<file path="src/include/alu_pkg.sv">
// Constants, types and helper functions shared by the arithmetic and flag datapath.
// How it works
// - Add-with-carry writes destination plus source plus carry; updates N, Z, V, C.
// - Subtract-with-borrow writes destination minus source minus carry; updates N, Z, V, C.
// - Decimal add on bytes sums packed digits plus carry; only Z and C change.
// - Decimal subtract on bytes removes source and carry; only Z and C change.
// - Unsigned multiply, byte or word, writes the product; N, Z set, V, C cleared.
// - Unsigned divide, 16 by 8 or 32 by 16; V updated, N and Z only without overflow, C cleared.
// - Quick add of plus or minus one or two, byte or word; all flags updated.
// - Address add and subtract work on the whole word and keep every flag.
// - Compare subtracts source from destination, discards it, updates the four flags.
// - Frame move uses frame pointer plus signed byte offset; N, Z set, V cleared.
// - Any flag an operation does not touch keeps its previous value.
package alu_pkg;
  localparam int unsigned DATA_W = 16;
  localparam int unsigned ADDR_W = 8;
  localparam logic [7:0] OFF_CMD    = 8'h00;
  localparam logic [7:0] OFF_DST    = 8'h04;
  localparam logic [7:0] OFF_DST_HI = 8'h08;
  localparam logic [7:0] OFF_SRC    = 8'h0C;
  localparam logic [7:0] OFF_FLAGS  = 8'h10;
  localparam logic [7:0] OFF_FP     = 8'h14;
  localparam logic [7:0] OFF_ADDR   = 8'h18;
  localparam logic [7:0] OFF_STATUS = 8'h1C;
  localparam int unsigned CMD_SIZE_BIT = 4;
  localparam int unsigned CMD_IMM_LSB  = 8;
  localparam int unsigned FLAG_C = 0;
  localparam int unsigned FLAG_V = 1;
  localparam int unsigned FLAG_Z = 2;
  localparam int unsigned FLAG_N = 3;
  localparam logic SIZE_WORD = 1'b1;
  localparam logic [15:0] RST_WORD  = 16'h0000;
  localparam logic [3:0]  RST_FLAGS = 4'h0;
  localparam logic [5:0]  DIV_STEPS = 6'h20;
  localparam logic [4:0]  BCD_MAX   = 5'h09;
  localparam logic [4:0]  BCD_ADJ   = 5'h06;

  typedef enum logic [3:0] {
    OP_ADD_WITH_CARRY       = 4'b0000,
    OP_SUBTRACT_WITH_BORROW = 4'b0001,
    OP_DECIMAL_ADD          = 4'b0010,
    OP_DECIMAL_SUBTRACT     = 4'b0011,
    OP_UNSIGNED_MULTIPLY    = 4'b0100,
    OP_UNSIGNED_DIVIDE      = 4'b0101,
    OP_QUICK_ADD            = 4'b0110,
    OP_ADDRESS_ADD          = 4'b0111,
    OP_ADDRESS_SUBTRACT     = 4'b1000,
    OP_COMPARE_OP           = 4'b1001,
    OP_FRAME_RELATIVE_MOVE  = 4'b1010
  } op_e;

  typedef enum logic {ST_IDLE = 1'b0, ST_DIV = 1'b1} state_e;

  typedef struct packed {
    logic [15:0] res;
    logic        n;
    logic        z;
    logic        v;
    logic        c;
  } arith_s;

  // Sign bit of a value at the given operand size.
  function automatic logic msb_of(input logic [15:0] v, input logic size);
    return (size == SIZE_WORD) ? v[15] : v[7];
  endfunction : msb_of

  function automatic logic zero_of(input logic [15:0] v, input logic size);
    return (size == SIZE_WORD) ? (v == 16'h0000) : (v[7:0] == 8'h00);
  endfunction : zero_of

  // Binary add or subtract with carry in; a byte operation keeps the upper byte.
  function automatic arith_s add_sub(input logic [15:0] a, input logic [15:0] b,
                                     input logic ci, input logic sub, input logic size);
    arith_s      r;
    logic [16:0] w;
    logic [8:0]  y;
    logic        am;
    w = sub ? 17'({1'b0, a} - {1'b0, b} - {16'h0000, ci})
            : 17'({1'b0, a} + {1'b0, b} + {16'h0000, ci});
    y = sub ? 9'({1'b0, a[7:0]} - {1'b0, b[7:0]} - {8'h00, ci})
            : 9'({1'b0, a[7:0]} + {1'b0, b[7:0]} + {8'h00, ci});
    r.res = (size == SIZE_WORD) ? w[15:0] : {a[15:8], y[7:0]};
    r.c   = (size == SIZE_WORD) ? w[16] : y[8];
    am    = msb_of(a, size);
    r.n   = msb_of(r.res, size);
    r.z   = zero_of(r.res, size);
    r.v   = (sub ? (am != msb_of(b, size)) : (am == msb_of(b, size))) && (r.n != am);
    return r;
  endfunction : add_sub

  // Packed decimal byte add or subtract; bit 8 is the decimal carry or borrow.
  function automatic logic [8:0] bcd_op(input logic [7:0] a, input logic [7:0] b,
                                        input logic ci, input logic sub);
    logic [4:0] lo;
    logic [4:0] hi;
    logic       c1;
    logic       c2;
    if (sub) begin
      lo = 5'({1'b0, a[3:0]} - {1'b0, b[3:0]} - {4'h0, ci});
      c1 = lo[4];
      if (c1) lo = 5'(lo - BCD_ADJ);
      hi = 5'({1'b0, a[7:4]} - {1'b0, b[7:4]} - {4'h0, c1});
      c2 = hi[4];
      if (c2) hi = 5'(hi - BCD_ADJ);
    end else begin
      lo = 5'({1'b0, a[3:0]} + {1'b0, b[3:0]} + {4'h0, ci});
      c1 = lo > BCD_MAX;
      if (c1) lo = 5'(lo + BCD_ADJ);
      hi = 5'({1'b0, a[7:4]} + {1'b0, b[7:4]} + {4'h0, c1});
      c2 = hi > BCD_MAX;
      if (c2) hi = 5'(hi + BCD_ADJ);
    end
    return {c2, hi[3:0], lo[3:0]};
  endfunction : bcd_op

  // Quick immediate code: 0 is +1, 1 is +2, 2 is -1, 3 is -2.
  function automatic logic [15:0] quick_val(input logic [1:0] code);
    logic [15:0] mag;
    mag = code[0] ? 16'h0002 : 16'h0001;
    return code[1] ? 16'(16'h0000 - mag) : mag;
  endfunction : quick_val
endpackage : alu_pkg

</file>
<file path="src/include/div_if.sv">
// Start and result bundle between the datapath and its iterative divider.
`timescale 1ns/10ps
interface div_if;
  logic        start;
  logic [31:0] dividend;
  logic [15:0] divisor;
  logic        done;
  logic [31:0] quotient;
  logic [15:0] remainder;
  modport requester (output start, dividend, divisor, input done, quotient, remainder);
  modport worker (input start, dividend, divisor, output done, quotient, remainder);
endinterface : div_if

</file>
<file path="src/hw/div_unit.sv">
// Restoring unsigned divider, one quotient bit per clock.
`timescale 1ns/10ps
module div_unit (
  input  wire logic clock, // System clock.
  input  wire logic rst,   // Asynchronous reset, active high.
  div_if.worker     di     // Start, operands and results.
);
  import alu_pkg::*;

  logic [16:0] rem_r;
  logic [31:0] quo_r;
  logic [15:0] dvs_r;
  logic [31:0] dvd_r;
  logic [5:0]  cnt_r;
  logic        run_r;
  logic        done_r;
  logic [16:0] shifted;
  logic        fits;

  // Trial subtraction of the divisor from the shifted partial remainder.
  always_comb begin
    shifted = {rem_r[15:0], quo_r[31]};
    fits    = shifted >= {1'b0, dvs_r};
  end

  // A start while running restarts; the datapath never does that.
  always_ff @(posedge clock or posedge rst) begin
    if (rst) begin
      rem_r <= 17'h00000;
      quo_r <= 32'h00000000;
      dvs_r <= 16'h0000;
      dvd_r <= 32'h00000000;
      cnt_r <= 6'h00;
      run_r <= 1'b0;
    end else if (di.start) begin
      rem_r <= 17'h00000;
      quo_r <= di.dividend;
      dvs_r <= di.divisor;
      dvd_r <= di.dividend;
      cnt_r <= 6'h00;
      run_r <= 1'b1;
    end else if (run_r) begin
      rem_r <= fits ? 17'(shifted - {1'b0, dvs_r}) : shifted;
      quo_r <= {quo_r[30:0], fits};
      cnt_r <= 6'(cnt_r + 6'h01);
      if (cnt_r == 6'(DIV_STEPS - 6'h01)) run_r <= 1'b0;
    end
  end

  // Completion pulse, one cycle after the last step.
  always_ff @(posedge clock or posedge rst) begin
    if (rst) done_r <= 1'b0;
    else     done_r <= run_r && (cnt_r == 6'(DIV_STEPS - 6'h01));
  end

  assign di.done      = done_r;
  assign di.quotient  = quo_r;
  assign di.remainder = rem_r[15:0];
endmodule : div_unit

</file>
<file path="src/hw/cpu_arith_flag_datapath.sv">
// Arithmetic, decimal, multiply, divide, compare and frame-move result path with flags.
//
// The strobed register port and the placing of the registers were chosen for this implementation.
`timescale 1ns/10ps
module cpu_arith_flag_datapath (
  input  wire logic                        clock,      // 200 MHz clock.
  input  wire logic                        rst,        // Async reset, high.
  input  wire logic [alu_pkg::ADDR_W-1:0]  addr,       // Register byte address.
  input  wire logic [alu_pkg::DATA_W-1:0]  wr_data,    // Write data.
  input  wire logic                        wr_en,      // Write strobe.
  input  wire logic                        rd_en,      // Read strobe.
  output logic      [alu_pkg::DATA_W-1:0]  rd_data,    // Read data, next cycle.
  output logic      [3:0]                  flags,      // N Z V C.
  output logic      [alu_pkg::DATA_W-1:0]  frame_addr, // Frame move address.
  output logic                             busy        // Divide in progress.
);
  import alu_pkg::*;

  state_e      state_r;
  logic        busy_r;
  logic [15:0] dst_r;
  logic [15:0] dst_hi_r;
  logic [15:0] src_r;
  logic [15:0] fp_r;
  logic [15:0] addr_r;
  logic [15:0] cmd_r;
  logic [3:0]  flags_r;
  logic [15:0] rd_data_r;
  logic        div_size_r;

  // Decoded command write.
  logic        exec;
  logic        bus_wr;
  op_e         op_in;
  logic        size_in;
  logic [7:0]  imm_in;

  // Candidate results.
  arith_s      r_add_with_carry;
  arith_s      r_subtract_with_borrow;
  arith_s      r_quick;
  arith_s      r_cmp;
  logic [8:0]  r_bcd;
  logic [31:0] r_prod;
  logic [15:0] ext_src;
  logic [15:0] ext_disp;
  logic        div_zero;
  logic        div_ovf;

  // Next values.
  logic [15:0] dst_nxt;
  logic [15:0] dst_hi_nxt;
  logic [3:0]  flags_nxt;
  logic [15:0] addr_nxt;
  logic        dst_we;
  logic        hi_we;
  logic        flags_we;
  logic        addr_we;

  div_if di ();

  div_unit u_div (
    .clock (clock),
    .rst   (rst),
    .di    (di.worker)
  );

  // A command is taken only when no divide runs; a write while busy is dropped.
  always_comb begin
    bus_wr  = wr_en && (state_r == ST_IDLE);
    exec    = bus_wr && (addr == OFF_CMD);
    op_in   = op_e'(wr_data[3:0]);
    size_in = wr_data[CMD_SIZE_BIT];
    imm_in  = wr_data[CMD_IMM_LSB +: 8];
  end

  // All candidate results are formed in parallel from the current registers.
  always_comb begin
    r_add_with_carry   = add_sub(dst_r, src_r, flags_r[FLAG_C], 1'b0, size_in);
    r_subtract_with_borrow   = add_sub(dst_r, src_r, flags_r[FLAG_C], 1'b1, size_in);
    r_quick  = add_sub(dst_r, quick_val(imm_in[1:0]), 1'b0, 1'b0, size_in);
    r_cmp    = add_sub(dst_r, src_r, 1'b0, 1'b1, size_in);
    r_bcd    = bcd_op(dst_r[7:0], src_r[7:0], flags_r[FLAG_C],
                      op_in == OP_DECIMAL_SUBTRACT);
    r_prod   = (size_in == SIZE_WORD) ? 32'(dst_r) * 32'(src_r)
                                      : {16'h0000, 16'(dst_r[7:0]) * 16'(src_r[7:0])};
    ext_src  = (size_in == SIZE_WORD) ? src_r : {{8{src_r[7]}}, src_r[7:0]};
    ext_disp = {{8{imm_in[7]}}, imm_in};
    div_zero = (size_in == SIZE_WORD) ? (src_r == 16'h0000) : (src_r[7:0] == 8'h00);
    div_ovf  = (div_size_r == SIZE_WORD) ? (di.quotient[31:16] != 16'h0000)
                                         : (di.quotient[31:8] != 24'h000000);
  end

  // Divider operands: word mode divides the register pair, byte mode one word.
  always_comb begin
    di.start    = exec && (op_in == OP_UNSIGNED_DIVIDE) && !div_zero;
    di.dividend = (size_in == SIZE_WORD) ? {dst_hi_r, dst_r} : {16'h0000, dst_r};
    di.divisor  = (size_in == SIZE_WORD) ? src_r : {8'h00, src_r[7:0]};
  end

  // Operation select; flags start from their old value so untouched ones hold.
  always_comb begin
    dst_nxt    = dst_r;
    dst_hi_nxt = dst_hi_r;
    flags_nxt  = flags_r;
    addr_nxt   = addr_r;
    dst_we     = 1'b0;
    hi_we      = 1'b0;
    flags_we   = 1'b0;
    addr_we    = 1'b0;
    if (state_r == ST_DIV && di.done) begin
      flags_we          = 1'b1;
      flags_nxt[FLAG_V] = div_ovf;
      flags_nxt[FLAG_C] = 1'b0;
      if (!div_ovf) begin
        flags_nxt[FLAG_N] = (div_size_r == SIZE_WORD) ? di.quotient[15] : di.quotient[7];
        flags_nxt[FLAG_Z] = zero_of(di.quotient[15:0], div_size_r);
        dst_we            = 1'b1;
        if (div_size_r == SIZE_WORD) begin
          dst_nxt    = di.quotient[15:0];
          dst_hi_nxt = di.remainder;
          hi_we      = 1'b1;
        end else begin
          dst_nxt = {di.remainder[7:0], di.quotient[7:0]};
        end
      end
    end else if (exec) begin
      unique case (op_in)
        OP_ADD_WITH_CARRY: begin
          dst_we    = 1'b1;
          flags_we  = 1'b1;
          dst_nxt   = r_add_with_carry.res;
          flags_nxt = {r_add_with_carry.n, r_add_with_carry.z, r_add_with_carry.v, r_add_with_carry.c};
        end
        OP_SUBTRACT_WITH_BORROW: begin
          dst_we    = 1'b1;
          flags_we  = 1'b1;
          dst_nxt   = r_subtract_with_borrow.res;
          flags_nxt = {r_subtract_with_borrow.n, r_subtract_with_borrow.z, r_subtract_with_borrow.v, r_subtract_with_borrow.c};
        end
        OP_DECIMAL_ADD, OP_DECIMAL_SUBTRACT: begin
          // Byte only whatever the size bit says; N and V are left alone.
          dst_we            = 1'b1;
          flags_we          = 1'b1;
          dst_nxt           = {dst_r[15:8], r_bcd[7:0]};
          flags_nxt[FLAG_Z] = (r_bcd[7:0] == 8'h00);
          flags_nxt[FLAG_C] = r_bcd[8];
        end
        OP_UNSIGNED_MULTIPLY: begin
          dst_we            = 1'b1;
          flags_we          = 1'b1;
          dst_nxt           = r_prod[15:0];
          hi_we             = (size_in == SIZE_WORD);
          dst_hi_nxt        = r_prod[31:16];
          flags_nxt[FLAG_N] = (size_in == SIZE_WORD) ? r_prod[31] : r_prod[15];
          flags_nxt[FLAG_Z] = (r_prod == 32'h00000000);
          flags_nxt[FLAG_V] = 1'b0;
          flags_nxt[FLAG_C] = 1'b0;
        end
        OP_UNSIGNED_DIVIDE: begin
          // A zero divisor is an overflow at once; the register is kept.
          if (div_zero) begin
            flags_we          = 1'b1;
            flags_nxt[FLAG_V] = 1'b1;
            flags_nxt[FLAG_C] = 1'b0;
          end
        end
        OP_QUICK_ADD: begin
          dst_we    = 1'b1;
          flags_we  = 1'b1;
          dst_nxt   = r_quick.res;
          flags_nxt = {r_quick.n, r_quick.z, r_quick.v, r_quick.c};
        end
        OP_ADDRESS_ADD: begin
          dst_we  = 1'b1;
          dst_nxt = 16'(dst_r + ext_src);
        end
        OP_ADDRESS_SUBTRACT: begin
          dst_we  = 1'b1;
          dst_nxt = 16'(dst_r - ext_src);
        end
        OP_COMPARE_OP: begin
          flags_we  = 1'b1;
          flags_nxt = {r_cmp.n, r_cmp.z, r_cmp.v, r_cmp.c};
        end
        OP_FRAME_RELATIVE_MOVE: begin
          // The moved datum is taken from the source register.
          dst_we            = 1'b1;
          flags_we          = 1'b1;
          addr_we           = 1'b1;
          addr_nxt          = 16'(fp_r + ext_disp);
          dst_nxt           = (size_in == SIZE_WORD) ? src_r : {dst_r[15:8], src_r[7:0]};
          flags_nxt[FLAG_N] = msb_of(src_r, size_in);
          flags_nxt[FLAG_Z] = zero_of(src_r, size_in);
          flags_nxt[FLAG_V] = 1'b0;
        end
        default: begin
          // Unused op codes do nothing.
          dst_we = 1'b0;
        end
      endcase
    end
  end

  // Destination pair: operation results take priority over software writes.
  always_ff @(posedge clock or posedge rst) begin
    if (rst) begin
      dst_r    <= RST_WORD;
      dst_hi_r <= RST_WORD;
    end else begin
      if (dst_we) dst_r <= dst_nxt;
      else if (bus_wr && addr == OFF_DST) dst_r <= wr_data;
      if (hi_we) dst_hi_r <= dst_hi_nxt;
      else if (bus_wr && addr == OFF_DST_HI) dst_hi_r <= wr_data;
    end
  end

  // Condition flags, also writable so software can preset carry.
  always_ff @(posedge clock or posedge rst) begin
    if (rst) flags_r <= RST_FLAGS;
    else if (flags_we) flags_r <= flags_nxt;
    else if (bus_wr && addr == OFF_FLAGS) flags_r <= wr_data[3:0];
  end

  // Operand, frame pointer, command and address registers.
  always_ff @(posedge clock or posedge rst) begin
    if (rst) begin
      src_r  <= RST_WORD;
      fp_r   <= RST_WORD;
      cmd_r  <= RST_WORD;
      addr_r <= RST_WORD;
    end else begin
      if (bus_wr && addr == OFF_SRC) src_r <= wr_data;
      if (bus_wr && addr == OFF_FP) fp_r <= wr_data;
      if (exec) cmd_r <= wr_data;
      if (addr_we) addr_r <= addr_nxt;
    end
  end

  // Divide sequencing; busy is kept as its own flop so the port is registered.
  always_ff @(posedge clock or posedge rst) begin
    if (rst) begin
      state_r    <= ST_IDLE;
      busy_r     <= 1'b0;
      div_size_r <= 1'b0;
    end else begin
      unique case (state_r)
        ST_IDLE: begin
          if (di.start) begin
            state_r    <= ST_DIV;
            busy_r     <= 1'b1;
            div_size_r <= size_in;
          end
        end
        ST_DIV: begin
          if (di.done) begin
            state_r <= ST_IDLE;
            busy_r  <= 1'b0;
          end
        end
      endcase
    end
  end

  // Read data stand only in the cycle after the strobe; unmapped reads give zero.
  always_ff @(posedge clock or posedge rst) begin
    if (rst) begin
      rd_data_r <= RST_WORD;
    end else if (rd_en) begin
      unique case (addr)
        OFF_CMD:    rd_data_r <= cmd_r;
        OFF_DST:    rd_data_r <= dst_r;
        OFF_DST_HI: rd_data_r <= dst_hi_r;
        OFF_SRC:    rd_data_r <= src_r;
        OFF_FLAGS:  rd_data_r <= {12'h000, flags_r};
        OFF_FP:     rd_data_r <= fp_r;
        OFF_ADDR:   rd_data_r <= addr_r;
        OFF_STATUS: rd_data_r <= {15'h0000, busy_r};
        default:    rd_data_r <= RST_WORD;
      endcase
    end else begin
      rd_data_r <= RST_WORD;
    end
  end

  assign rd_data    = rd_data_r;
  assign flags      = flags_r;
  assign frame_addr = addr_r;
  assign busy       = busy_r;
endmodule : cpu_arith_flag_datapath

</file>
<file path="config.mk">
export PLATFORM = sky130hd
export DESIGN_NAME = cpu_arith_flag_datapath
export DESIGN_NICKNAME = d
export VERILOG_FILES = /design/src/include/alu_pkg.sv /design/src/include/div_if.sv /design/src/hw/div_unit.sv /design/src/hw/cpu_arith_flag_datapath.sv
export SDC_FILE = /design/constraint.sdc
export NUM_CORES = 2
export LEC_CHECK = 0
export BUFFER_PORTS_ARGS = -buffer_cell sky130_fd_sc_hd__buf_2
export CAP_MARGIN = 5
export CORE_MARGIN = 5
export CORE_UTILIZATION = 65
export CTS_CLUSTER_DIAMETER = 50
export DETAILED_ROUTE_END_ITERATION = 10
export GPL_TIMING_DRIVEN = 0
export PLACE_DENSITY = 0.82
export SYNTH_ARGS = -nofsm -noshare
export SYNTH_HDL_FRONTEND = slang
export SYNTH_HIERARCHICAL = 1
export SYNTH_SLANG_ARGS = --single-unit
</file>
<file path="constraint.sdc">
create_clock -name clock -period 14.5 [get_ports clock]
set_clock_uncertainty 0.1 [all_clocks]
set_input_delay 1.45 -clock clock [delete_from_list [all_inputs] [get_ports clock]]
set_output_delay 1.45 -clock clock [all_outputs]
set_load 0.01 [all_outputs]
</file>
==> reports/results.md <==
| Group | Result | Value |
|---|---|---|
| clocking | CTS Buf Count | 17 |
| setup path | Max stage delay cell, worst path | clkbuf_1 |
| clocking | Clock transition at path regs | 0.10 ns |
| clocking | Buffer depth of the longest clock path | 2 |
| die | Core area | 42100 sq um |
| die | Floorplan die area | 47000 sq um |
| detailed routing | Length of the first detailed-routing pass in iterations | 7 |
| die | Initial Utilization | 66.0% |
| sta | Setup repair after global routing missed its margin | false |
| run | MaxCap Viol Count | 0 |
| setup path | Total buffers and inverters traversed by the critical path | 6 |
| synthesis | Most used DFF post-synth | dfrtp_1 |
| setup path | Critical path launch point type | flip-flop |
| sta | Count of final setup violators | 0 |
| detailed routing | Sum of routed wire length over all layers | 123000 microns |
| layout | Share of cells above drive strength 1 | 5.00% |
| clocking | Total number of clock tree sinks | 191 |
| clocking | Hold-fix buffers at CTS | 0 |
| clocking | CTS root buffer | clkbuf_16 |
| sta | Summed negative setup slack over all endpoints | 0 ns |
| clocking | Clock tree from TritonCTS | built |
| hold path | Worst hold path class | flip-flop to flip-flop |
| setup path | CP dominant cell by count | fa_1 |
| placed design | RePlAce Congestion | 1.18 |
| synthesis | Share of the yosys chip area belonging to registers | 17.2% |
| sta | Tmin final | 10.87 ns |
| layout | Number of standard cells in the final layout excluding fillers | 4052 |
| global route | Wire length of the first global-routing pass | 181000 microns |
| layout | # nets final | 4008 |
| synthesis | Post-Syn Area per Cell | 8.18 sq um |
| detailed routing | Remaining antenna violation count | 0 |
| layout | Finished Core Util | 70.1% |
| layout | Register area | 4780 sq um |
| sta | Peak clock frequency supported by timing | 92.0 MHz |
| placed design | Post-Place Cells | 4005 |
| synthesis | Syn. warnings | 6 |
| power | Combinational share of power | 75.0% |
| layout | Fill cell instance count of the final layout | 3159 |
| placed design | Count of input and output buffers | 61 |
| detailed routing | Amount of wire on met2 after detailed routing | 49900 microns |
| power | Total power per unit cell area | 181 nW/um^2 |
| layout | Signed area change from the synthesized netlist to the final layout | 6.25% |
| detailed routing | Metal-1 WL | 39900 microns |
| setup path | Arrival time at the worst endpoint | 11.15 ns |
| sta | Fin crit share | 75.0% |
| power | Flop pwr share | 15.1% |
| synthesis | Area of the mapped netlist | 27800 sq um |
| global route | Pin count of the biggest net entering global routing | 73 |
| power | Internal cell power | 0.00232 W |
| global route | Total global routing overflow | 0 |
| power | Reported leakage power | 14.0 nW |
| setup path | Slowest Stage Delay on Critical Path | 1.06 ns |
| die | Number of placement rows | 75 |
| global route | Number of global-route vias before repair | 29400 |
| placed design | Post-detail-place hpwl | 95000 microns |
| synthesis | Net count after synthesis | 3925 |
| power | Share of total power consumed by net switching | 56.7% |
| sta | Number of max-slew violations in the final report | 0 |
| clocking | Insertion delay of the later-clocked pin in the worst-skew pair | 0.46 ns |
| layout | Area of the multi-input gates | 20900 sq um |
| detailed routing | Vias post-DR | 29600 |
| clocking | Number of setup buffers added after CTS | 0 |
| clocking | Cells resized by post-CTS repair | 0 |
| setup path | CP delay by family, top | adder cells |
| power | Sw Pwr | 0.00304 W |
| die | Overall die width | 217 microns |
| status | Status | complete, no violations |
| synthesis | Cell count after synthesis | 3402 |
| sta | Actual transition at the worst max-transition pin | 1.42 ns |
| synthesis | Share of synthesized registers carrying an async set or reset | 100% |
| sta | Final Hold Fails | 0 |
| die | Number of placed I/O pins | 65 |
| detailed routing | DR WL met3 | 19900 microns |
| setup path | CP Max Fanout | 11 |
| power | Maximum ir drop on the vdd rail | 182 uV |
| global route | Antenna violations before repair | 9 |
| power | Portion of total power attributed to the clock network | 9.9% |
| clocking | CTS HTree Levels | 4 |
| sta | Max-slew headroom at the worst pin | 5.64% |
| setup path | Required time worst endpoint | 14.78 ns |
| detailed routing | Initial DRC Count | 4960 |
| detailed routing | Highest routed metal layer | met5 |
| detailed routing | Average vias per placed instance | 7.31 |
| detailed routing | Average routed wire per standard cell | 30.3 microns |
| die | DIE HEIGHT | 217 microns |
| global route | All-layer global routing usage | 51.0% |
| setup path | Critical Path End Type | flip-flop |
| synthesis | Library cells used by synthesis | 96 |
| synthesis | Number of storage elements in the synthesis netlist | 191 |
| synthesis | EDFF count, synth | 0 |
| detailed routing | Number of remaining DRC errors | 0 |
| setup path | Crit path kind | flip-flop to flip-flop |
==> flip-flops by register name (all words and copies together) (netlist names) <==
name	count
src_r	16
dst_hi_r	16
flags	4
u_div/run_r	1
u_div/di.quotient	32
state_r	1
dst_r	16
frame_addr	16
fp_r	16
rd_data	16
u_div/di.done	1
busy	1
u_div/dvs_r	16
u_div/rem_r	16
cmd_r	16
div_size_r	1
u_div/cnt_r	6
==> cells in the mapped netlist, types with 22 or more instances <==
library cell / count / share of area, %
nand2b_1: 41 / 0.92
xnor2_1: 101 / 3.2
mux2_2: 25 / 1.0
nand3_1: 51 / 0.92
dfrtp_1: 191 / 17
o211ai_1: 29 / 0.78
nand4_1: 24 / 0.54
and3_1: 24 / 0.54
a21o_1: 45 / 1.2
a21oi_1: 129 / 2.3
nand2_1: 426 / 5.7
nor3_1: 74 / 1.3
ha_1: 252 / 11
mux2i_1: 64 / 2.3
a211oi_1: 43 / 1.2
o21ai_0: 198 / 3.6
a22oi_1: 50 / 1.3
xor2_1: 38 / 1.2
inv_1: 384 / 5.2
clkbuf_1: 158 / 2.1
nor4_1: 23 / 0.52
nor2_1: 246 / 3.3
and2_1: 66 / 1.5
nor2b_1: 34 / 0.76
o31ai_1: 28 / 0.76
fa_1: 243 / 17
a31oi_1: 47 / 1.1
a221oi_1: 22 / 0.69
==> metal layers <==
metal | vias up | track usage, %
met3 | 965 | 21.6
li1 | 11900 | -
met4 | 10 | 38.2
met1 | 13800 | 60.1
met5 | - | 3.13
met2 | 2933 | 73.9
==> cell type report <==
cell class / instances / area share, %
Clock buffer: 17 / 1.44
Inverter: 393 / 5.02
Timing Repair Buffer: 64 / 1.18
Buffer: 180 / 2.37
Tap cell: 539 / 2.28
Sequential cell: 191 / 16.2
Antenna cell: 15 / 0.127
Multi-Input combinational cell: 2638 / 70.6
Clock inverter: 15 / 0.792
==> placed cells by master (no fill, tap or decap), drive strengths merged, types with 28 or more instances in the layout <==
master,n
a211oi,46
a21o,45
a21oi,129
a22oi,50
a31oi,48
and2,68
buf,86
clkbuf,175
dfrtp,191
fa,243
ha,252
inv,396
mux2i,64
nand2,426
nand2b,41
nand3,51
nor2,246
nor2b,34
nor3,75
o211ai,29
o21ai,210
o31ai,28
xnor2,101
xor2,38
==> cells by family (layout without fill, tap and decap cells) <==
family	Yosys count	in the layout	synth area share [%]
other cells	0	15	0
fa+ha+maj	495	495	28.8
mux	89	89	3.32
xor+xnor	140	140	4.46
simple gates	1096	1096	18.4
flops	191	191	17.2
compound gates	818	818	20.0
buf+inv	573	669	7.82
==> power by group through the flow <==
stage          combinational [W]  sequential (W)  clock, W
4_1_cts                  0.00378        0.000787  0.000521
6_report                 0.00402        0.000808  0.000532
2_1_floorplan            0.00267        0.000712         0
3_5_place_dp             0.00376        0.000793         0
5_1_grt                  0.00426        0.000806  0.000547
3_3_place_gp             0.00353        0.000788         0
==> path summary, 6_finish.rpt <==
check	startpoint	to	slack, ns	cells after the start
worst max register to register	dst_r[1]$_DFFE_PP0P_	flags[2]$_DFFE_PP0P_	3.63	25
min in group asynchronous	rst	rd_data[11]$_DFF_PP0_	0.95	2
max in group asynchronous	rst	u_div/di.quotient[2]$_DFFE_PP0P_	12.57	2
worst max-delay path	dst_r[1]$_DFFE_PP0P_	flags[2]$_DFFE_PP0P_	3.63	25
worst min-delay path	cmd_r[7]$_DFFE_PP0P_	cmd_r[7]$_DFFE_PP0P_	0.39	2
worst min register to register	cmd_r[7]$_DFFE_PP0P_	cmd_r[7]$_DFFE_PP0P_	0.39	2
==> worst min-delay path: cells and delay by family, from the launching register on <==
kind,cells,cell delay (ns)
simple gates,2,0.10
flops,1,0.35
==> stage by stage <==
step / power, W / area [sq um] / setup slack [ns] / hold slack [ns]
floorplan: 0.00338 / 27800 / 7.37 / 0.346
detailed placement: 0.00455 / 28900 / 4.33 / 0.365
global route: 0.00561 / 29500 / 3.83 / 0.414
finish: 0.00536 / 29600 / 3.63 / 0.386
CTS: 0.00509 / 29500 / 4.32 / 0.386
global placement: 0.00432 / 28800 / 4.78 / 0.360
No activity file was read; power rests on OpenSTA's default activity.
